===== config.mk =====
export PLATFORM = sky130hd
export DESIGN_NAME = ifp_force_pend
export DESIGN_NICKNAME = d
export VERILOG_FILES = /design/src/hdl/ifp_pkg.sv /design/src/hdl/ifp_apb_port.sv /design/src/hdl/ifp_force_pend.sv
export SDC_FILE = /design/constraint.sdc
export NUM_CORES = 1
export LEC_CHECK = 0
export BUFFER_PORTS_ARGS = -buffer_cell sky130_fd_sc_hd__buf_2
export CORE_MARGIN = 8
export CORE_UTILIZATION = 46
export CTS_CLUSTER_SIZE = 24
export DETAILED_ROUTE_END_ITERATION = 10
export GPL_TIMING_DRIVEN = 0
export PLACE_DENSITY = 0.86
export SYNTH_ARGS = -nofsm -noshare
export SYNTH_HDL_FRONTEND = slang
export SYNTH_SLANG_ARGS = --single-unit

===== constraint.sdc =====
create_clock -name core_clk -period 5.41 [get_ports core_clk]
set_input_delay 1.082 -clock core_clk [delete_from_list [all_inputs] [get_ports core_clk]]
set_output_delay 1.082 -clock core_clk [all_outputs]
set_load 0.05 [all_outputs]

===== src/hdl/ifp_pkg.sv =====
// Purpose: Shared constants for the forced-pending bank of interrupts 32-49
// Assumes: APB slave with 32-bit data, one aligned word per register
// Notes: Offsets are byte addresses inside the block's own window

package ifp_pkg;

	// Number of interrupt lines kept in this bank
	localparam int unsigned NUM_IRQ = 18;
	// Interrupt number carried by bit 0
	localparam int unsigned IRQ_BASE = 32;
	// Width of the implemented pending field
	localparam int unsigned IRQ_W = NUM_IRQ;
	// Width of a pending-line index
	localparam int unsigned IDX_W = 5;

	// APB address and data widths
	localparam int unsigned ADDR_W = 12;
	localparam int unsigned DATA_W = 32;

	// Set-pending register: write one pends, read shows live pending
	localparam logic [ADDR_W-1:0] OFS_FORCE_PEND = 12'h000;
	// Clear-pending register: write one clears, read shows live pending
	localparam logic [ADDR_W-1:0] OFS_CLEAR_PEND = 12'h004;

	// Pending state chosen after reset; software must not rely on it
	localparam logic [IRQ_W-1:0] PEND_RST = 18'h00000;
	// Read data value after reset
	localparam logic [DATA_W-1:0] RDATA_RST = 32'h00000000;
	// Index reported when no line is pending
	localparam logic [IDX_W-1:0] IDX_RST = 5'h00;

	// Cycles from access phase start to pready (zero wait states)
	localparam int unsigned APB_WAIT_CYC = 0;

	// Bus access kinds decoded from one APB transfer
	typedef enum logic [1:0] {
		IFP_ACC_NONE,
		IFP_ACC_FORCE,
		IFP_ACC_CLEAR,
		IFP_ACC_BAD
	} ifp_acc_t;

endpackage


===== src/hdl/ifp_apb_port.sv =====
// Purpose: APB slave front end of the forced-pending bank
// Assumes: Synchronous APB inputs, one clock, zero wait states
// Notes: Read data is captured in the setup cycle and held for access

`timescale 1ns/1ps
`default_nettype none

module ifp_apb_port
	import ifp_pkg::*;
(
	input wire logic core_clk,
	input wire logic rst,
	input wire logic clkEn,
	input wire logic psel,
	input wire logic penable,
	input wire logic pwrite,
	input wire logic [ifp_pkg::ADDR_W-1:0] paddr,
	input wire logic [ifp_pkg::IRQ_W-1:0] liveWord,
	output logic pready,
	output logic pslverr,
	output logic [ifp_pkg::DATA_W-1:0] prdata,
	output logic wrForce,
	output logic wrClear
);

	// All state of the port
	typedef struct packed {
		logic [DATA_W-1:0] rdata;
	} ifp_port_t;

	ifp_port_t st_ff;
	ifp_port_t nxt_st;
	ifp_acc_t acc;
	logic setup;
	logic access;

	// Phase and address decode
	always_comb begin
		setup = psel && !penable;
		access = psel && penable;
		if (paddr == OFS_FORCE_PEND) begin
			acc = IFP_ACC_FORCE;
		end else if (paddr == OFS_CLEAR_PEND) begin
			acc = IFP_ACC_CLEAR;
		end else begin
			acc = IFP_ACC_BAD;
		end
	end

	// Handshake: ready only while the block is clocked
	assign pready = clkEn;
	// Error answer for an unmapped address
	assign pslverr = access && clkEn && (acc == IFP_ACC_BAD);
	// Write strobes, one cycle, at the completing edge
	assign wrForce = access && clkEn && pwrite && (acc == IFP_ACC_FORCE);
	assign wrClear = access && clkEn && pwrite && (acc == IFP_ACC_CLEAR);
	// Read data from the register
	assign prdata = st_ff.rdata;

	// Next read word
	always_comb begin
		nxt_st = st_ff;
		if (setup && !pwrite) begin
			if (acc == IFP_ACC_BAD) begin
				nxt_st.rdata = RDATA_RST;
			end else begin
				nxt_st.rdata = {{(DATA_W-IRQ_W){1'b0}}, liveWord};
			end
		end
	end

	// State register
	always_ff @(posedge core_clk or posedge rst) begin
		if (rst) begin
			st_ff <= '{rdata: RDATA_RST};
		end else if (clkEn) begin
			st_ff <= nxt_st;
		end
	end

endmodule

`default_nettype wire


===== src/hdl/ifp_force_pend.sv =====
// Purpose: Pending bank for interrupts 32-49 with force and clear words
// Assumes: Enables come from the controller; core_clk at 250 MHz
// Notes: Hardware sets win over any clear in the same cycle
//
// Behaviour
// - Bits 0-17 write one pends 32-49
// - Already pending or disabled: write ignored
// - Written zero leaves pending unchanged
// - Read returns live pending state
// - Clear-pending write one clears bit

`timescale 1ns/1ps
`default_nettype none

module ifp_force_pend
	import ifp_pkg::*;
(
	input wire logic core_clk,
	input wire logic rst,
	input wire logic clkEn,
	input wire logic psel,
	input wire logic penable,
	input wire logic pwrite,
	input wire logic [ifp_pkg::ADDR_W-1:0] paddr,
	input wire logic [ifp_pkg::DATA_W-1:0] pwdata,
	output logic pready,
	output logic pslverr,
	output logic [ifp_pkg::DATA_W-1:0] prdata,
	input wire logic [ifp_pkg::IRQ_W-1:0] irqEnable,
	input wire logic [ifp_pkg::IRQ_W-1:0] irqEvent,
	input wire logic [ifp_pkg::IRQ_W-1:0] irqTaken,
	output logic [ifp_pkg::IRQ_W-1:0] irqPending,
	output logic irqAnyPend,
	output logic [ifp_pkg::IDX_W-1:0] irqTopIdx
);

	// All state of the bank
	typedef struct packed {
		logic [IRQ_W-1:0] pend;
		logic anyPend;
		logic [IDX_W-1:0] topIdx;
	} ifp_bank_t;

	ifp_bank_t st_ff;
	ifp_bank_t nxt_st;
	// Write strobes from the bus front end
	logic wrForce;
	logic wrClear;
	// Per-line next pending value
	logic [IRQ_W-1:0] pendNext;
	// Implemented bits of the write data
	logic [IRQ_W-1:0] wrBits;

	// Only the low field is implemented; upper write bits are dropped
	assign wrBits = pwdata[IRQ_W-1:0];

	// Bus slave front end
	ifp_apb_port u_port (
		.core_clk(core_clk),
		.rst(rst),
		.clkEn(clkEn),
		.psel(psel),
		.penable(penable),
		.pwrite(pwrite),
		.paddr(paddr),
		.liveWord(st_ff.pend),
		.pready(pready),
		.pslverr(pslverr),
		.prdata(prdata),
		.wrForce(wrForce),
		.wrClear(wrClear)
	);

	// Per-line pending update
	genvar gi;
	generate
		for (gi = 0; gi < IRQ_W; gi = gi + 1) begin : g_line
			logic swSet;
			logic swClr;
			assign swSet = wrForce && wrBits[gi] && irqEnable[gi]
				&& !st_ff.pend[gi];
			assign swClr = (wrClear && wrBits[gi]) || irqTaken[gi];
			// Set over clear; zero bits hold
			// zero has no effect
			assign pendNext[gi] = swSet || irqEvent[gi]
				|| (st_ff.pend[gi] && !swClr);
		end
	endgenerate

	// Next state: pending word, summary and lowest pending index
	always_comb begin
		nxt_st = st_ff;
		nxt_st.pend = pendNext;
		nxt_st.anyPend = |pendNext;
		nxt_st.topIdx = IDX_RST;
		// Lowest interrupt number wins the index
		for (int i = IRQ_W - 1; i >= 0; i--) begin
			if (pendNext[i]) begin
				nxt_st.topIdx = IDX_W'(i);
			end
		end
	end

	// State register, frozen while the clock enable is low
	always_ff @(posedge core_clk or posedge rst) begin
		if (rst) begin
			st_ff <= '{pend: PEND_RST, anyPend: 1'b0, topIdx: IDX_RST};
		end else if (clkEn) begin
			st_ff <= nxt_st;
		end
	end

	// Outputs straight from the state register
	assign irqPending = st_ff.pend;
	assign irqAnyPend = st_ff.anyPend;
	assign irqTopIdx = st_ff.topIdx;

endmodule

`default_nettype wire


==> flow_metrics.tcl <==
set metrics [dict create \
    cp-end-kind "flop" \
    crit_fanout 10 \
    firstDrtPassIters 4 \
    areaGrowthSynthToFinish_pct 36.6 \
    ys_types 38 \
    worstReg2RegEnd "irqAnyPend" \
    cts-root-buf "clkbuf_8" \
    hold_start "u_port.prdata[7]" \
    drtIter0Drc 148 \
    slowest_stage "nor3b_2" \
    dp_hpwl_um 6540 \
    max_freq_ghz 0.269 \
    slew_violations 0 \
    clockBufferDepth 2 \
    crit_type "input port to flop" \
    rrSetupSlack_ps 2910 \
    outcome "finished clean" \
    clkSlewWorstSetupHoldPaths_ps 70 \
    r2r_start "irqPending[0]" \
    p_seq_share_pct 43.4 \
    slowest_delay_ps 710 \
    p_int_mw 0.537 \
    io_buffers 133 \
    die_area_mm2 0.00801 \
    dp_cells 523 \
    utilization_pct 65.6 \
    post-place-ws_ps 1360 \
    swShare_pct 33.8 \
    drive_gt1_share_pct 35.8 \
    ys.flop_type "dfrtp_1" \
    setup_slack_ps 1700 \
    power_leakage_nw 1.67 \
    antenna_cells 0 \
    h-tree-depth 2 \
    syn_inst 307 \
    min_path_cells 2 \
    hold_class "flop to flop" \
    nets 564 \
    synth_async_sr_flop_share_pct 100 \
    die-width_um 89.5 \
    cts_tree "built" \
    rsz0062_at_grt "no" \
    track_usage_pct 19.7 \
    coreArea_mm2 0.00517 \
    routedWlPerCell_um 15.5 \
    rows 26 \
    synth_edf_count 0 \
    regArea_mm2 0.00105 \
    postRouteAntennaNets 0 \
    p_switching_mw 0.274 \
    fill_cells 452 \
    route.detailed.drc 0 \
    cts_hold_buffers 0 \
    slew_headroom_pct 37.0 \
    arrival_ps 3880 \
    ys_ff_latch 42 \
    yosysWarnings 0 \
    finalSetupViolCount 0 \
    maxCapViolCount 0 \
    cts_made_buffers 5 \
    final_common_cell "buf_2" \
    grt_pass1_vias 2681 \
    layout_common_cells "buf_2 (133), nand2_1 (64), nor2_1 (46)" \
    min_period_ps 3710 \
    antenna_found_initial 0 \
    cts_num_sinks 42 \
    hold_end "u_port.prdata[7]" \
    cp-start-kind "input port" \
    worst_pin_slew_ps 937 \
    ioPinCount 162 \
    place.gp.congestion 0.803 \
    clkLatencyLatePin_ps 290 \
    initial_core_util_pct 48.0 \
    ctsResizeCount 0 \
    drt-total-wl_um 8210 \
    grt_max_degree 43 \
    power_density_mw_per_mm2 239 \
    avgSynthCellArea_um2 8.09 \
    die_h_um 89.5 \
    viasPerCell 5.14 \
    cp.required_ps 5580 \
    cp_cell_sequence "buf_2 -> nor4_4 -> nand3_1 -> nor3b_2 -> clkbuf_1 -> a211oi_1 -> and2_1 -> o211ai_1 -> a31oi_1 -> o311a_1" \
    gr-total-overflow 0 \
    hold_violations 0 \
    postCtsSetupRepairBufs 0 \
    pwr-share-comb_pct 26.9 \
    r2r_cells 7 \
    tns_ps 0 \
    instances_no_fill 531 \
    finClkSkew_ps 10.2 \
    syn_area_mm2 0.00248 \
    vias 2729 \
    peakVddDrop_mv 0.141 \
    clkPwrFrac_pct 29.7 \
    yosysSeqAreaShare_pct 42.3 \
    fin_crit_sh_pct 68.6 \
    multi_input_area_mm2 0.00130 \
    grt_pass1_wl_um 12300 \
]
==> power groups by stage <==
stage	Sequential, mW	Combinational, mW	Clock (mW)
2_1_floorplan	0.405	0.0942	0
6_report	0.352	0.218	0.240
3_3_place_gp	0.357	0.213	0
5_1_grt	0.355	0.235	0.253
3_5_place_dp	0.357	0.217	0
4_1_cts	0.351	0.218	0.242
==> layer usage <==
metal | wire, µm | GRT usage (%) | part of all wire, %
met5 | 0 | 0 | 0
met4 | 93 | 6.80 | 1.1
met3 | 705 | 4.14 | 8.6
met2 | 4140 | 35.8 | 50
met1 | 3270 | 22.1 | 40
==> final cells by class <==
cell class	count	share of cell area, %
buffer	26	4.87
clock buffer	7	2.25
clock inverter	1	0.885
inverter	4	0.443
multi-input combinational	248	38.4
sequential	42	31.0
tap	70	2.58
timing repair buffer	133	19.6
==> Yosys cell counts (2+ instances only) <==
library cell / number / share of area [%]
and4_1: 3 / 1.1
clkbuf_1: 9 / 1.4
nand3_1: 2 / 0.40
a21oi_1: 32 / 6.4
dfrtp_1: 42 / 42
a211oi_1: 16 / 4.8
buf_4: 16 / 4.8
nor4_4: 2 / 1.7
a211o_1: 4 / 1.4
inv_1: 4 / 0.60
o2bb2ai_1: 3 / 1.1
nand2_1: 64 / 9.7
o21ai_0: 18 / 3.6
a21oi_2: 2 / 0.71
nor2_1: 46 / 7.0
nand2b_1: 21 / 5.3
nor3_1: 2 / 0.40
==> state kept, by name, indices dropped and copies added, names as in the netlist <==
| name | flops |
|---|---|
| irqPending | 18 |
| u_port.prdata | 18 |
| irqTopIdx | 5 |
| irqAnyPend | 1 |
==> how the worst max path moves through the flow <==
stage	cells past startpoint	startpoint	slack (ps)	endpoint
final	10	paddr[6]	1700	irqTopIdx[0]
after global routing	10	paddr[6]	1480	irqTopIdx[0]
after CTS	10	paddr[6]	1680	irqTopIdx[0]
after detailed placement	10	paddr[6]	1360	irqTopIdx[0]
after global placement	10	paddr[6]	1360	irqTopIdx[0]
after floorplan	9	paddr[6]	2080	irqAnyPend
==> critical path, delay by kind of cell <==
kind                   cells  cell delay [ps]
AOI/OAI and AO/OA          4              810
and+or+nand+nor            4             1340
buffers and inverters      2              640
==> cells by family (layout without fill, tap and decap cells) <==
family | after synthesis | in the layout | synth area share [%]
other | 1 | 14 | 0.151
DFF | 42 | 42 | 42.3
and+or+nand+nor | 150 | 150 | 29.1
buffers and inverters | 30 | 171 | 7.25
AOI/OAI and AO/OA | 84 | 84 | 21.2
==> stage by stage <==
step / instance area, µm² / hold slack (ps) / power [mW]
after global routing: 3390 / 505 / 0.843
final: 3390 / 481 / 0.811
after CTS: 3390 / 483 / 0.812
after floorplan: 2530 / 757 / 0.499
after detailed placement: 3290 / 467 / 0.575
after global placement: 3290 / 455 / 0.570
Power figures use the tool's default switching activity.
